[src/design/opb_pkg.sv]
package opb_pkg;

  // ****************************************************************
  // Timing
  // ****************************************************************
  localparam int unsigned CLK_PERIOD_NS = 100;
  localparam int unsigned MODE_SETTLE_US = 10;
  localparam int unsigned MODE_SETTLE_CYC =
    (MODE_SETTLE_US * 1000 + CLK_PERIOD_NS - 1) / CLK_PERIOD_NS;
  localparam int unsigned PROGRAMMING_MODE_TIME_US = 20;
  localparam int unsigned PROGRAMMING_MODE_CYC =
    (PROGRAMMING_MODE_TIME_US * 1000 + CLK_PERIOD_NS - 1) / CLK_PERIOD_NS;

  // ****************************************************************
  // Widths and modes
  // ****************************************************************
  localparam int unsigned PADDR_W = 13;
  localparam int unsigned WORD_W = 32;
  localparam int unsigned MODE_W = 3;
  localparam logic [2:0] MODE_DSTBY = 3'h0;
  localparam logic [2:0] MODE_PROGRAMMING_MODE = 3'h3;

  // ****************************************************************
  // Register map
  // ****************************************************************
  localparam logic [31:0] OFS_MODE = 32'h07F40000;
  localparam logic [31:0] OFS_STATUS = 32'h07F40004;
  localparam logic [31:0] OFS_ADDR = 32'h07F40008;
  localparam logic [31:0] OFS_WORD = 32'h07F4000C;
  localparam logic [31:0] OFS_IRQ_ST = 32'h07F40040;
  localparam logic [31:0] OFS_IRQ_MASK = 32'h07F40044;

  localparam int unsigned ST_IDLE_BIT = 0;
  localparam int unsigned ST_EMPTY_BIT = 1;
  localparam int unsigned ST_MRDY_BIT = 2;
  localparam logic RST_IDLE = 1'b1;
  localparam logic RST_EMPTY = 1'b1;
  localparam logic RST_MRDY = 1'b1;
  localparam logic [12:0] RST_ADDR = 13'h0000;
  localparam logic [31:0] RST_WORD = 32'h00000000;

  localparam int unsigned IRQ_W = 3;
  localparam int unsigned IRQ_DONE_BIT = 0;
  localparam int unsigned IRQ_FREE_BIT = 1;
  localparam int unsigned IRQ_MODE_BIT = 2;

  typedef enum logic [1:0] {
    ENG_IDLE,
    ENG_LOAD,
    ENG_BURN
  } opb_eng_e;

endpackage

[src/design/opb_mode_ctrl.sv]
module opb_mode_ctrl #(
  parameter int unsigned SETTLE_CYC = opb_pkg::MODE_SETTLE_CYC
) (
  input wire logic pclk,
  input wire logic presetn,
  input wire logic wr,
  input wire logic [opb_pkg::MODE_W-1:0] wdata,
  output logic [opb_pkg::MODE_W-1:0] mode,
  output logic ready,
  output logic done
);
  import opb_pkg::*;

  localparam int CW = $clog2(SETTLE_CYC + 1);

  if (SETTLE_CYC < 1 || SETTLE_CYC > 4096) begin : g_chk
    $error("settle count out of range");
  end

  typedef struct packed {
    logic [MODE_W-1:0] mode;
    logic ready;
    logic [CW-1:0] cnt;
    logic done;
  } opb_mode_s;

  opb_mode_s r, n;

  always_comb
  begin
    n = r;
    n.done = 1'b0;
    if (!r.ready)
    begin
      if (r.cnt == '0)
      begin
        n.ready = 1'b1;
        n.done = 1'b1;
      end
      else
      begin
        n.cnt = r.cnt - 1'b1;
      end
    end
    else if (wr && wdata != r.mode)
    begin
      n.mode = wdata;
      n.ready = 1'b0;
      n.cnt = CW'(SETTLE_CYC - 1);
    end
  end

  always_ff @(posedge pclk or negedge presetn)
  begin
    if (!presetn)
    begin
      r <= '{mode: MODE_DSTBY, ready: RST_MRDY, cnt: '0, done: 1'b0};
    end
    else
    begin
      r <= n;
    end
  end

  assign mode = r.mode;
  assign ready = r.ready;
  assign done = r.done;
endmodule

[src/design/opb_programming_mode_engine.sv]
module opb_programming_mode_engine #(
  parameter int unsigned BURN_CYC = opb_pkg::PROGRAMMING_MODE_CYC
) (
  input wire logic pclk,
  input wire logic presetn,
  input wire logic req,
  input wire logic [opb_pkg::PADDR_W-1:0] req_addr,
  input wire logic [opb_pkg::WORD_W-1:0] req_word,
  output logic idle,
  output logic freed,
  output logic done,
  output logic programming_mode_en,
  output logic [opb_pkg::PADDR_W-1:0] programming_mode_addr,
  output logic [opb_pkg::WORD_W-1:0] programming_mode_word
);
  import opb_pkg::*;

  localparam int CW = $clog2(BURN_CYC + 1);

  if (BURN_CYC < 1 || BURN_CYC > 4096) begin : g_chk
    $error("burn count out of range");
  end

  typedef struct packed {
    opb_eng_e st;
    logic [CW-1:0] cnt;
    logic idle;
    logic freed;
    logic done;
    logic en;
    logic [PADDR_W-1:0] addr;
    logic [WORD_W-1:0] word;
  } opb_eng_s;

  opb_eng_s r, n;

  always_comb
  begin
    n = r;
    n.freed = 1'b0;
    n.done = 1'b0;
    case (r.st)
      ENG_IDLE:
      begin
        if (req)
        begin
          n.st = ENG_LOAD;
          n.idle = 1'b0;
          n.addr = req_addr;
          n.word = req_word;
        end
      end
      ENG_LOAD:
      begin
        n.st = ENG_BURN;
        n.freed = 1'b1;
        n.en = 1'b1;
        n.cnt = CW'(BURN_CYC - 1);
      end
      ENG_BURN:
      begin
        if (r.cnt == '0)
        begin
          n.st = ENG_IDLE;
          n.en = 1'b0;
          n.idle = 1'b1;
          n.done = 1'b1;
        end
        else
        begin
          n.cnt = r.cnt - 1'b1;
        end
      end
      default:
      begin
        n.st = ENG_IDLE;
        n.idle = 1'b1;
        n.en = 1'b0;
      end
    endcase
  end

  always_ff @(posedge pclk or negedge presetn)
  begin
    if (!presetn)
    begin
      r <= '{st: ENG_IDLE, cnt: '0, idle: RST_IDLE, freed: 1'b0, done: 1'b0,
             en: 1'b0, addr: '0, word: '0};
    end
    else
    begin
      r <= n;
    end
  end

  assign idle = r.idle;
  assign freed = r.freed;
  assign done = r.done;
  assign programming_mode_en = r.en;
  assign programming_mode_addr = r.addr;
  assign programming_mode_word = r.word;
endmodule

[src/design/opb_program_buffer.sv]
// The APB interface to the registers was left to the implementer.
module opb_program_buffer #(
  parameter int unsigned SETTLE_CYC = opb_pkg::MODE_SETTLE_CYC,
  parameter int unsigned BURN_CYC = opb_pkg::PROGRAMMING_MODE_CYC
) (
  input wire logic pclk,
  input wire logic presetn,
  input wire logic psel,
  input wire logic penable,
  input wire logic pwrite,
  input wire logic [31:0] paddr,
  input wire logic [31:0] pwdata,
  output logic pready,
  output logic [31:0] prdata,
  output logic pslverr,
  output logic irq,
  output logic [opb_pkg::MODE_W-1:0] otp_mode,
  output logic otp_mode_ready,
  output logic otp_programming_mode_en,
  output logic [opb_pkg::PADDR_W-1:0] otp_programming_mode_addr,
  output logic [opb_pkg::WORD_W-1:0] otp_programming_mode_word
);
  import opb_pkg::*;

  // ****************************************************************
  // State
  // ****************************************************************
  typedef struct packed {
    logic pready;
    logic pslverr;
    logic [31:0] prdata;
    logic [PADDR_W-1:0] addr;
    logic [WORD_W-1:0] word;
    logic empty;
    logic [IRQ_W-1:0] irq_st;
    logic [IRQ_W-1:0] irq_mask;
    logic irq;
  } opb_top_s;

  opb_top_s r, n;

  logic setup;
  logic acc_wr;
  logic mode_wr;
  logic trigger;
  logic programming_mode_active;
  logic [MODE_W-1:0] mode;
  logic mode_ready;
  logic mode_done;
  logic eng_idle;
  logic eng_freed;
  logic eng_done;
  logic [IRQ_W-1:0] events;
  logic [31:0] status_word;

  // ****************************************************************
  // Bus phases
  // ****************************************************************
  // The slave answers in the first access cycle: pready is raised
  // from the setup cycle so that it still comes from a flip-flop.
  assign setup = psel && !penable;
  assign acc_wr = psel && penable && pwrite && r.pready;
  assign mode_wr = acc_wr && paddr == OFS_MODE;
  assign programming_mode_active = mode == MODE_PROGRAMMING_MODE && mode_ready;
  // An address write only launches when the buffer was free and the
  // programming mode has finished settling.
  assign trigger = acc_wr && paddr == OFS_ADDR && r.empty
                   && programming_mode_active;

  assign events[IRQ_DONE_BIT] = eng_done;
  assign events[IRQ_FREE_BIT] = eng_freed;
  assign events[IRQ_MODE_BIT] = mode_done;

  always_comb
  begin
    status_word = 32'h00000000;
    status_word[ST_MRDY_BIT] = mode_ready;
    status_word[ST_EMPTY_BIT] = r.empty;
    status_word[ST_IDLE_BIT] = eng_idle;
  end

  // ****************************************************************
  // Mode tracking
  // ****************************************************************
  opb_mode_ctrl #(
    .SETTLE_CYC(SETTLE_CYC)
  ) u_mode (
    .pclk(pclk),
    .presetn(presetn),
    .wr(mode_wr),
    .wdata(pwdata[MODE_W-1:0]),
    .mode(mode),
    .ready(mode_ready),
    .done(mode_done)
  );

  // ****************************************************************
  // Programming engine
  // ****************************************************************
  opb_programming_mode_engine #(
    .BURN_CYC(BURN_CYC)
  ) u_eng (
    .pclk(pclk),
    .presetn(presetn),
    .req(!r.empty),
    .req_addr(r.addr),
    .req_word(r.word),
    .idle(eng_idle),
    .freed(eng_freed),
    .done(eng_done),
    .programming_mode_en(otp_programming_mode_en),
    .programming_mode_addr(otp_programming_mode_addr),
    .programming_mode_word(otp_programming_mode_word)
  );

  // ****************************************************************
  // Register file
  // ****************************************************************
  always_comb
  begin
    n = r;
    n.pready = setup;
    n.pslverr = 1'b0;
    n.prdata = 32'h00000000;
    if (setup)
    begin
      case (paddr)
        OFS_MODE:
        begin
          n.prdata[MODE_W-1:0] = mode;
        end
        OFS_STATUS:
        begin
          n.prdata = status_word;
        end
        OFS_ADDR:
        begin
          n.prdata[PADDR_W-1:0] = r.addr;
        end
        OFS_WORD:
        begin
          n.prdata = r.word;
        end
        OFS_IRQ_ST:
        begin
          n.prdata[IRQ_W-1:0] = r.irq_st;
        end
        OFS_IRQ_MASK:
        begin
          n.prdata[IRQ_W-1:0] = r.irq_mask;
        end
        default:
        begin
          n.pslverr = 1'b1;
        end
      endcase
      if (pwrite)
      begin
        n.prdata = 32'h00000000;
      end
    end

    if (acc_wr)
    begin
      case (paddr)
        OFS_ADDR:
        begin
          if (r.empty)
          begin
            n.addr = pwdata[PADDR_W-1:0];
          end
        end
        OFS_WORD:
        begin
          if (r.empty)
          begin
            n.word = pwdata;
          end
        end
        OFS_IRQ_MASK:
        begin
          n.irq_mask = pwdata[IRQ_W-1:0];
        end
        default:
        begin
          n.irq_mask = r.irq_mask;
        end
      endcase
    end

    if (trigger)
    begin
      n.empty = 1'b0;
    end
    else if (eng_freed)
    begin
      n.empty = 1'b1;
    end

    // Status bits clear on a one written, but a new event in the same
    // cycle wins so that no event is dropped.
    if (acc_wr && paddr == OFS_IRQ_ST)
    begin
      n.irq_st = r.irq_st & ~pwdata[IRQ_W-1:0];
    end
    n.irq_st = n.irq_st | events;
    n.irq = |(n.irq_st & n.irq_mask);
  end

  always_ff @(posedge pclk or negedge presetn)
  begin
    if (!presetn)
    begin
      r <= '{pready: 1'b0, pslverr: 1'b0, prdata: 32'h00000000,
             addr: RST_ADDR, word: RST_WORD, empty: RST_EMPTY,
             irq_st: '0, irq_mask: '0, irq: 1'b0};
    end
    else
    begin
      r <= n;
    end
  end

  // ****************************************************************
  // Outputs
  // ****************************************************************
  assign pready = r.pready;
  assign pslverr = r.pslverr;
  assign prdata = r.prdata;
  assign irq = r.irq;
  assign otp_mode = mode;
  assign otp_mode_ready = mode_ready;
endmodule

[config.mk]
export PLATFORM = sky130hd
export DESIGN_NAME = opb_program_buffer
export DESIGN_NICKNAME = d
export VERILOG_FILES = /design/src/design/opb_pkg.sv /design/src/design/opb_mode_ctrl.sv /design/src/design/opb_programming_mode_engine.sv /design/src/design/opb_program_buffer.sv
export SDC_FILE = /design/constraint.sdc
export NUM_CORES = 1
export LEC_CHECK = 0
export ABC_AREA = 1
export BUFFER_PORTS_ARGS = -buffer_cell sky130_fd_sc_hd__buf_4
export CAP_MARGIN = 5
export CORE_ASPECT_RATIO = 1.4
export CORE_UTILIZATION = 55
export CTS_CLUSTER_DIAMETER = 120
export DETAILED_ROUTE_END_ITERATION = 6
export GPL_ROUTABILITY_DRIVEN = 0
export PLACE_DENSITY = 0.88
export SLEW_MARGIN = 20
export SYNTH_ARGS = -nofsm -noshare
export SYNTH_HDL_FRONTEND = slang
export SYNTH_SLANG_ARGS = --single-unit
[constraint.sdc]
create_clock -name pclk -period 1.68 [get_ports pclk]
set_input_delay 0.336 -clock pclk [delete_from_list [all_inputs] [get_ports pclk]]
set_output_delay 0.336 -clock pclk [all_outputs]
set_load 0.05 [all_outputs]
# Word-level counts from Yosys, hierarchy flattened
# Index checks and enable logic that the tools add are counted.
[word_totals] reg_bits=158 latch_bits=0 ram_bits=0 romBits=0 inputBits=69 output_inout_bits=85 elab_cells=101 n_memories=0
[op_classes] add_sub_neg=2 mul=0 div=0 n_lt_le_gt_ge=0 eq_ne=15 shift=0 mux=28 bitwise_logic=7 n_reduce_logical=28
[op_table] operator="32-bit by 27-bit == test with 1-bit output, second input constant" count=6
[op_table] operator="33-bit two-way mux" count=1
[op_table] operator="32-bit two-way mux" count=1
[op_table] operator="8-bit two-way mux" count=3
[op_table] operator="10-bit case mux with 2 select lines" count=1
[op_table] operator="19-bit two-way mux" count=1
[op_table] operator="3-bit case mux with 6 select lines" count=1
[op_table] operator="8-bit case mux with 2 select lines" count=1
[op_table] operator="2-bit AND reduction" count=6
[op_table] operator="1-bit logical AND" count=11
[op_table] operator="1-bit two-way mux" count=9
[op_table] operator="3-bit two-way mux" count=3
[op_table] operator="3-bit AND reduction" count=3
[op_table] operator="8-bit zero test" count=1
[op_table] operator="8-bit by 1-bit subtractor with 8-bit output, second input constant" count=1
[op_table] operator="7-bit zero test" count=1
[op_table] operator="7-bit two-way mux" count=1
[op_table] operator="7-bit by 1-bit subtractor with 7-bit output, second input constant" count=1
[op_table] operator="3-bit AND" count=2
[op_table] operator="2-bit two-way mux" count=3
[op_table] operator="2-bit != test, second input constant" count=3
[op_table] operator="1-bit case mux with 3 select lines" count=2
[op_table] operator="2-bit case mux with 3 select lines" count=1
[op_table] operator="6-bit OR reduction" count=1
[op_table] operator="other kinds (12)" count=16

# Logic depth before layout (Yosys ltp)
# Gate-level depths: netlist of the first run.
[depth] depth_word=8 mapped_depth=12 ltp_nobuf=11

# By module
# Synthesis of the first run repeated with hierarchy kept, for this count alone.
[unflattened] hier_cells=900 hier_area_um2=7741.2
[by_module_without_submodules] mod="opb_program_buffer" n_inst=1 cells_each=482 area_per_inst_um2=4257.8 seq_area_each_um2=2178.3
[by_module_without_submodules] mod="opb_programming_mode_engine" n_inst=1 cells_each=326 area_per_inst_um2=2783.9 seq_area_each_um2=1477.7
[by_module_without_submodules] mod="opb_mode_ctrl" n_inst=1 cells_each=92 area_per_inst_um2=699.4 seq_area_each_um2=301.5

# Least setup slack after synthesis of the first run
# OpenSTA, ideal clock, no wires.
[synth_path] path_type="register to register" from="reg r, in the netlist pready" to="reg r[29] in the netlist's numbering" setup_ps=65 arrival_time_ps=1602 required_ps=1615 path_slack_ps=13 stages_incl_launch_ff=7 n_path_buf=2 synth_period_minus_slack_ps=1667 cell_sequence="dfrtp_1 -> nand4_1 -> nor2_2 -> buf_2 -> buf_2 -> nand3_1 -> nand2_1"
[synth_between] elab_chain_len=2
[synth_lines] item="from (decl)" line_no="opb_program_buffer.sv:40" source="opb_top_s r, n;"
[synth_lines] item="from (signal assigned)" line_no="opb_program_buffer.sv:214" source="r <= '{pready: 1'b0, pslverr: 1'b0, prdata: 32'h00000000,"
[synth_lines] item="from (signal assigned)" line_no="opb_program_buffer.sv:220" source="r <= n;"
[synth_lines] item="1-bit logical AND" line_no="opb_program_buffer.sv:62" source="assign acc_wr = psel && penable && pwrite && r.pready;"
[synth_lines] item="3-bit AND reduction (no source line)"
# Every way passes these cells.
# A chain may end at the register's enable or synchronous reset.

# Worst setup path in the final report of the first run
[layout_path] from="reg u_mode.r, in the netlist u_mode.ready" to="out otp_mode_ready"
[layout_lines] item="from (decl)" line_no="opb_mode_ctrl.sv:27" source="opb_mode_s r, n;"
[layout_lines] item="from (signal assigned)" line_no="opb_mode_ctrl.sv:57" source="r <= '{mode: MODE_DSTBY, ready: RST_MRDY, cnt: '0, done: 1'b0};"
[layout_lines] item="from (signal assigned)" line_no="opb_mode_ctrl.sv:61" source="r <= n;"
[layout_lines] item="to (decl)" line_no="opb_program_buffer.sv:18" source="output logic otp_mode_ready,"
# No word-level cell between the ends.

==> metrics.md, run 1 <==
| Metric | Value |
|---|---|
| Status | `finished, final reports clean` |
| Final Total Pwr | `8191 µW` |
| Path depth of the worst reg2reg path | `5` |
| Worst Hold Depth | `2` |
| Port bufs | `153` |
| Gr usage total | `25.61%` |
| Max Clock Skew | `0.007270 ns` |
| Core ar. | `12940 µm²` |
| CP endpoint kind | `output pin` |
| Final WL | `16730 µm` |
| Sequential element share of the synthesized area | `53.70%` |
| Commonest non-fill, non-tap cell in the layout | `nand2_1` |
| Cells after DPL | `1111` |
| Worst reg2reg path startpoint | `r[7]$_DFFE_PN1P_` |
| Area grow syn2layout | `21.49%` |
| Adder-cell area share of the yosys netlist | `0.6791%` |
| CP Class | `reg -> out` |
| Switching share of total power | `22.52%` |
| Die Wd | `99.83 µm` |
| Buf/Inv on CP | `1` |
| Ys flop type | `dfrtp_1` |
| Worst hold endpoint | `pready$_DFF_PN0_` |
| Slew HR | `69.39%` |
| Max cap viols | `0` |
| Number of global-route vias before repair | `5959` |
| Max Fclk | `633.6 MHz` |
| CP delay by family, top | `flip-flops` |
| Tcrit/Tclk final | `93.95%` |
| Share of cells above drive strength 1 | `27.54%` |
| Via/cell ratio | `5.101` |
| Largest net degree at the start of global routing | `65` |
| Finished layout cell area | `8954 µm²` |
| HP Class | `in -> reg` |
| CP arrival | `1.24 ns` |
| Mean Syn Cell Area | `8.650 µm²` |
| Max Slew Vio Count | `0` |
| Switching power | `1844 µW` |
| Synth async-reset ratio | `100.0%` |
| Syn nets | `925` |
| IO Count | `154` |
| Placed instance area | `8302 µm²` |
| DR pass1 iterations | `5` |
| Die area | `13870 µm²` |
| Diodes inserted | `0` |
| Max H-tree Level | `4` |
| DRC viols | `0` |
| Reg power frac | `46.5%` |
| Total Nets Final | `1026` |
| Starting Density | `56.97%` |
| FILL cells | `964` |
| P_int | `6347 µW` |
| EDFF count, synth | `0` |
| Seq cells post-synth | `158` |
| Worst slew pin tran | `0.4592 ns` |
| Main combinational cell family by area after synthesis | `simple AND/OR/NAND/NOR gates` |
| Worst reg2reg path endpoint | `r[47]$_DFFE_PN0P_` |
| # clock sinks | `158` |
| Yosys top cell area share | `52.63%` |
| Pwr Density | `914.8 nW/µm²` |
| Req. time, crit path | `1.34 ns` |
| Gate power share | `4.0%` |
| Grt total ovfl | `0` |
| Worst setup SP type | `register` |
| Synth Area in Compound Gates | `6.129%` |
| Clk pwr share | `49.5%` |
| Syn Inst Count | `852` |
| Unique masters post-synth | `33` |
| Post-CTS setup buffer count | `0` |
| Worst vdd ir | `0.7562 mV` |
| Initial antenna violation count | `0` |
| Hold Crit Start | `penable` |
| Crit-path max cell delay | `0.60 ns` |
| FP Rows | `49` |
| DR WL/cell | `14.62 µm` |
| First-pass GRT wire length | `27830 µm` |
| CTS Root Cell | `clkbuf_16` |
| Crit-path max FO | `6` |
| CTS tree | `built` |
| CP max-delay cell | `dfstp_2` |
| Synth warn | `0` |
| Hold WS | `0.1017 ns` |
| First DRT Iteration DRCs | `333` |
| Vias | `5835` |
| Setup TNS Final | `0 ns` |
| Die height | `139.0 µm` |
| Non-Filler Instances | `1144` |
| Synth Cell Area | `7370 µm²` |
| Multiplexer share of the synthesized area | `0%` |
| XOR/XNOR Fraction of Synth Area | `0.9508%` |
| Reg2Reg Setup Slack | `0.12 ns` |
| Synth area leaders | `dfrtp_1, nand2_1, buf_4` |
| Cell taking the most area after synthesis | `dfrtp_1` |
| CP Cell Sequence | `buf_4` |
| Most frequent cells in the layout | `nand2_1, buf_4, dfrtp_1` |
| Final-report hold violation count | `0` |
| Worst-Skew Late Latency | `0.42 ns` |
| Simple-gate share of the synthesized area | `23.63%` |
| Final setup fails | `0` |
| Clock Path Buffers | `2` |
| Min Tclk post-route | `1.578 ns` |
| Post-DP HPWL | `11650 µm` |
| P_leak | `0.004744 µW` |
| Detail Route Antenna Nets | `0` |
| Reg clk slew, reported paths | `0.07 ns` |
| Num CTS Buffers | `17` |
-- synthesized netlist by cell type (all sizes together) (4+ instances only) --
cell type,count
nand2,269
dfrtp,155
buf,98
inv,80
o21ai,57
nand3,56
nor2,54
nor3,26
a21oi,13
clkbuf,11
xor2,7
o22ai,5
ha,4
nand4,4
-- state kept, by name, indices dropped and copies added, names as in the netlist --
name                         cells
u_eng.idle                       1
u_eng.freed                      1
prdata                          32
u_eng.programming_mode_word     32
pslverr                          1
u_eng.programming_mode_addr     13
u_mode.ready                     1
u_mode.r                         7
pready                           1
u_mode.mode                      3
irq                              1
u_eng.r                         10
u_mode.done                      1
u_eng.done                       1
u_eng.programming_mode_en        1
r                               52
-- layer usage --
metal	part of all wire, %	global-route usage [%]
met1	40	29.88
met2	53	44.21
met3	3.6	4.637
met4	3.9	13.78
met5	0	0
-- cell families after synthesis --
logic type | count (synthesis)
flops | 158
simple gates | 412
buf+inv | 192
fa+ha+maj | 4
compound gates | 78
xor+xnor | 8
-- power by group through the flow --
stage | registers [µW] | clock network [µW] | logic [µW]
floorplan | 3890 | 0 | 61.7
global placement | 3880 | 0 | 322
detailed placement | 3880 | 0 | 328
CTS | 3810 | 4100 | 332
global route | 3810 | 4280 | 365
finish | 3810 | 4060 | 326
-- worst register-to-register path: stages (launching register included) --
cell,delay (ns)
dfstp_2,0.59
inv_1,0.10
nor2_2,0.28
nand2_4,0.25
nand2_1,0.13
o21ai_1,0.09
-- area by class of cell --
| cell class | instances | area, µm² | area share (%) |
|---|---|---|---|
| flip-flops and latches | 158 | 3958 | 44.20 |
| inverters | 83 | 312.8 | 3.494 |
| clock inverters | 15 | 198.9 | 2.222 |
| clock buffers | 17 | 425.4 | 4.751 |
| well taps | 178 | 222.7 | 2.487 |
| multi-input cells | 502 | 2333 | 26.06 |
| repair buffers | 191 | 1503 | 16.78 |
-- timing repair --
action / CTS / global route
gates resized for setup: 1 / 4
endpoints found under the hold margin: 36 / 0
endpoints found under the setup margin: 1 / 6
hold buffers: 1 / 0
-- worst max path at each step --
stage,start,end,cells after the start
2_1_floorplan,pready$_DFF_PN0_,r[29]$_DFFE_PN0P_,6
3_3_place_gp,paddr[13],r[12]$_DFFE_PN0P_,12
3_5_place_dp,paddr[13],r[8]$_DFFE_PN0P_,12
4_1_cts,u_eng.r[52]$_DFFE_PN0P_,u_eng.idle$_DFFE_PN1P_,9
5_1_grt,u_eng.r[53]$_DFFE_PN0P_,u_eng.programming_mode_en$_DFFE_PN0P_,9
6_report,u_mode.ready$_DFF_PN1_,otp_mode_ready,1
-- per-stage QoR --
step	setup WS (ns)	utilization, %
floorplan	0.01255	-
global placement	-0.03894	64.17
detailed placement	-0.05519	64.17
CTS	0.06400	69.12
global route	-0.01695	69.21
finish	0.1016	69.21
No activity file was read; power rests on OpenSTA's default activity.
==> run 2, diff against run 1 <==
PLACE_DENSITY = 0.83   (was 0.88)
==> run 2 against run 1 <==
Compared with the run above:
- sequential share of layout area increased by 0.14 points
- clock-buffer cell count unchanged
- largest cell class unchanged
- critical path depth unchanged
- cell count unchanged
- flip-flop and latch count unchanged
- hold slack improved by 0.00069 ns
- clock power decreased by 7.9%
- combinational power about the same
- critical path type unchanged
- global-route usage decreased by 0.95 points
==> metrics.md, run 2 (synthesis results as in run 1) <==
| Metric | Value |
|---|---|
| Most frequent cells in the layout | `nand2_1, buf_4, dfrtp_1` |
| Non-Filler Instances | `1144` |
| Share of cells above drive strength 1 | `27.43%` |
| First-pass GRT wire length | `26680 µm` |
| Status | `finished, final reports clean` |
| Final setup fails | `0` |
| Top reg by flops | `r` |
| CP max-delay cell | `dfstp_2` |
| Final WL | `16060 µm` |
| Max cap viols | `0` |
| Hold WS | `0.1024 ns` |
| Die area | `13870 µm²` |
| Min Tclk post-route | `1.584 ns` |
| # clock sinks | `158` |
| CP Class | `reg -> out` |
| Largest register FFs | `52` |
| Crit-path max cell delay | `0.61 ns` |
| Final core occ | `68.99%` |
| Initial antenna violation count | `0` |
| IO Count | `154` |
| Gr usage total | `24.66%` |
| Cells after DPL | `1111` |
| Clock Path Buffers | `2` |
| Worst-Skew Late Latency | `0.42 ns` |
| Reg clk slew, reported paths | `0.07 ns` |
| Total Nets Final | `1026` |
| CTS Root Cell | `clkbuf_16` |
| Die height | `139.0 µm` |
| Die Wd | `99.83 µm` |
| Vias | `5728` |
| Worst setup SP type | `register` |
| Grt total ovfl | `0` |
| CP arrival | `1.25 ns` |
| CTS tree | `built` |
| Req. time, crit path | `1.34 ns` |
| Crit-path max FO | `6` |
| Pwr Density | `881.9 nW/µm²` |
| P_leak | `0.004734 µW` |
| Post-CTS setup buffer count | `0` |
| Max Slew Vio Count | `0` |
| Number of global-route vias before repair | `5634` |
| Post-DP HPWL | `11240 µm` |
| Tcrit/Tclk final | `94.26%` |
| Worst reg2reg path endpoint | `r[21]$_DFFE_PN0P_` |
| Buf/Inv on CP | `1` |
| Setup ws final | `0.09640 ns` |
| DR pass1 iterations | `5` |
| Max H-tree Level | `4` |
| Commonest non-fill, non-tap cell in the layout | `nand2_1` |
| Final Total Pwr | `7871 µW` |
| HP Class | `in -> reg` |
| Worst slew pin tran | `0.4354 ns` |
| Core ar. | `12940 µm²` |
| DRC viols | `0` |
| Num CTS Buffers | `17` |
| DR WL/cell | `14.04 µm` |
| Via/cell ratio | `5.007` |
| Diodes inserted | `0` |
| Area grow syn2layout | `21.10%` |
| Pre-CTS setup slack | `-0.1204 ns` |
| CP delay by family, top | `flip-flops` |
| Worst Hold Depth | `2` |
| Path depth of the worst reg2reg path | `5` |
| Worst vdd ir | `0.5891 mV` |
| Max Fclk | `631.5 MHz` |
| FP Rows | `49` |
| Reg2Reg Setup Slack | `0.19 ns` |
| Hold Crit Start | `penable` |
| Starting Density | `56.97%` |
| CP Cell Sequence | `buf_4` |
| Worst reg2reg path startpoint | `r[7]$_DFFE_PN1P_` |
| Detail Route Antenna Nets | `0` |
| Largest net degree at the start of global routing | `44` |
| First DRT Iteration DRCs | `320` |
| CP endpoint kind | `output pin` |
| Final-report hold violation count | `0` |
| Slew HR | `70.97%` |
| Port bufs | `153` |
| RSZ-0062 raised after global routing | `true` |
| Max Clock Skew | `0.01279 ns` |
| Worst hold endpoint | `pready$_DFF_PN0_` |
## run 2: cell type report
| class | instances | area, µm² |
|---|---|---|
| clock buffers | 17 | 425.4 |
| repair buffers | 191 | 1515 |
| clock inverters | 15 | 165.2 |
| flip-flops and latches | 158 | 3958 |
| fillers | 986 | 4011 |
| well taps | 178 | 222.7 |
| multi-input cells | 502 | 2326 |
| inverters | 83 | 312.8 |
## run 2: worst max path at each step
stage,to,cells past startpoint,startpoint,slack [ns]
after floorplan,r[29]$_DFFE_PN0P_,6,pready$_DFF_PN0_,0.01
after global placement,r[49]$_DFFE_PN0P_,10,paddr[11],-0.05
after detailed placement,r[38]$_DFFE_PN0P_,12,paddr[13],-0.12
after CTS,otp_mode_ready,1,u_mode.ready$_DFF_PN1_,0.09
after global routing,u_eng.r[56]$_DFFE_PN0P_,10,u_eng.r[52]$_DFFE_PN0P_,-0.008
final,otp_mode_ready,1,u_mode.ready$_DFF_PN1_,0.1
## run 2: report_power, final
part	switching [µW]	total (µW)	internal, µW
combinational	181	329	148
clock	1730	3740	2000
sequential	1.35	3810	3810
total	1920	7870	5960
## run 2: metrics by stage
step | cell area (µm²) | setup TNS, ns
floorplan | 7370 | 0
global placement | 8314 | -1.942
detailed placement | 8314 | -4.978
CTS | 8915 | 0
global route | 8925 | -0.008468
finish | 8925 | 0
## run 2: repair_timing
action	in CTS	in global routing
hold buffers	1	0
gates resized for setup	0	2
hold endpoints to repair	39	0
setup endpoints to repair	0	11
## run 2: per-layer routing
| layer | global-route usage [%] | wire length (µm) | part of all wire [%] |
|---|---|---|---|
| met1 | 30.44 | 6538 | 41 |
| met2 | 42.40 | 8471 | 53 |
| met3 | 4.083 | 640 | 4.0 |
| met4 | 10.45 | 408 | 2.5 |
| met5 | 0 | 0 | 0 |
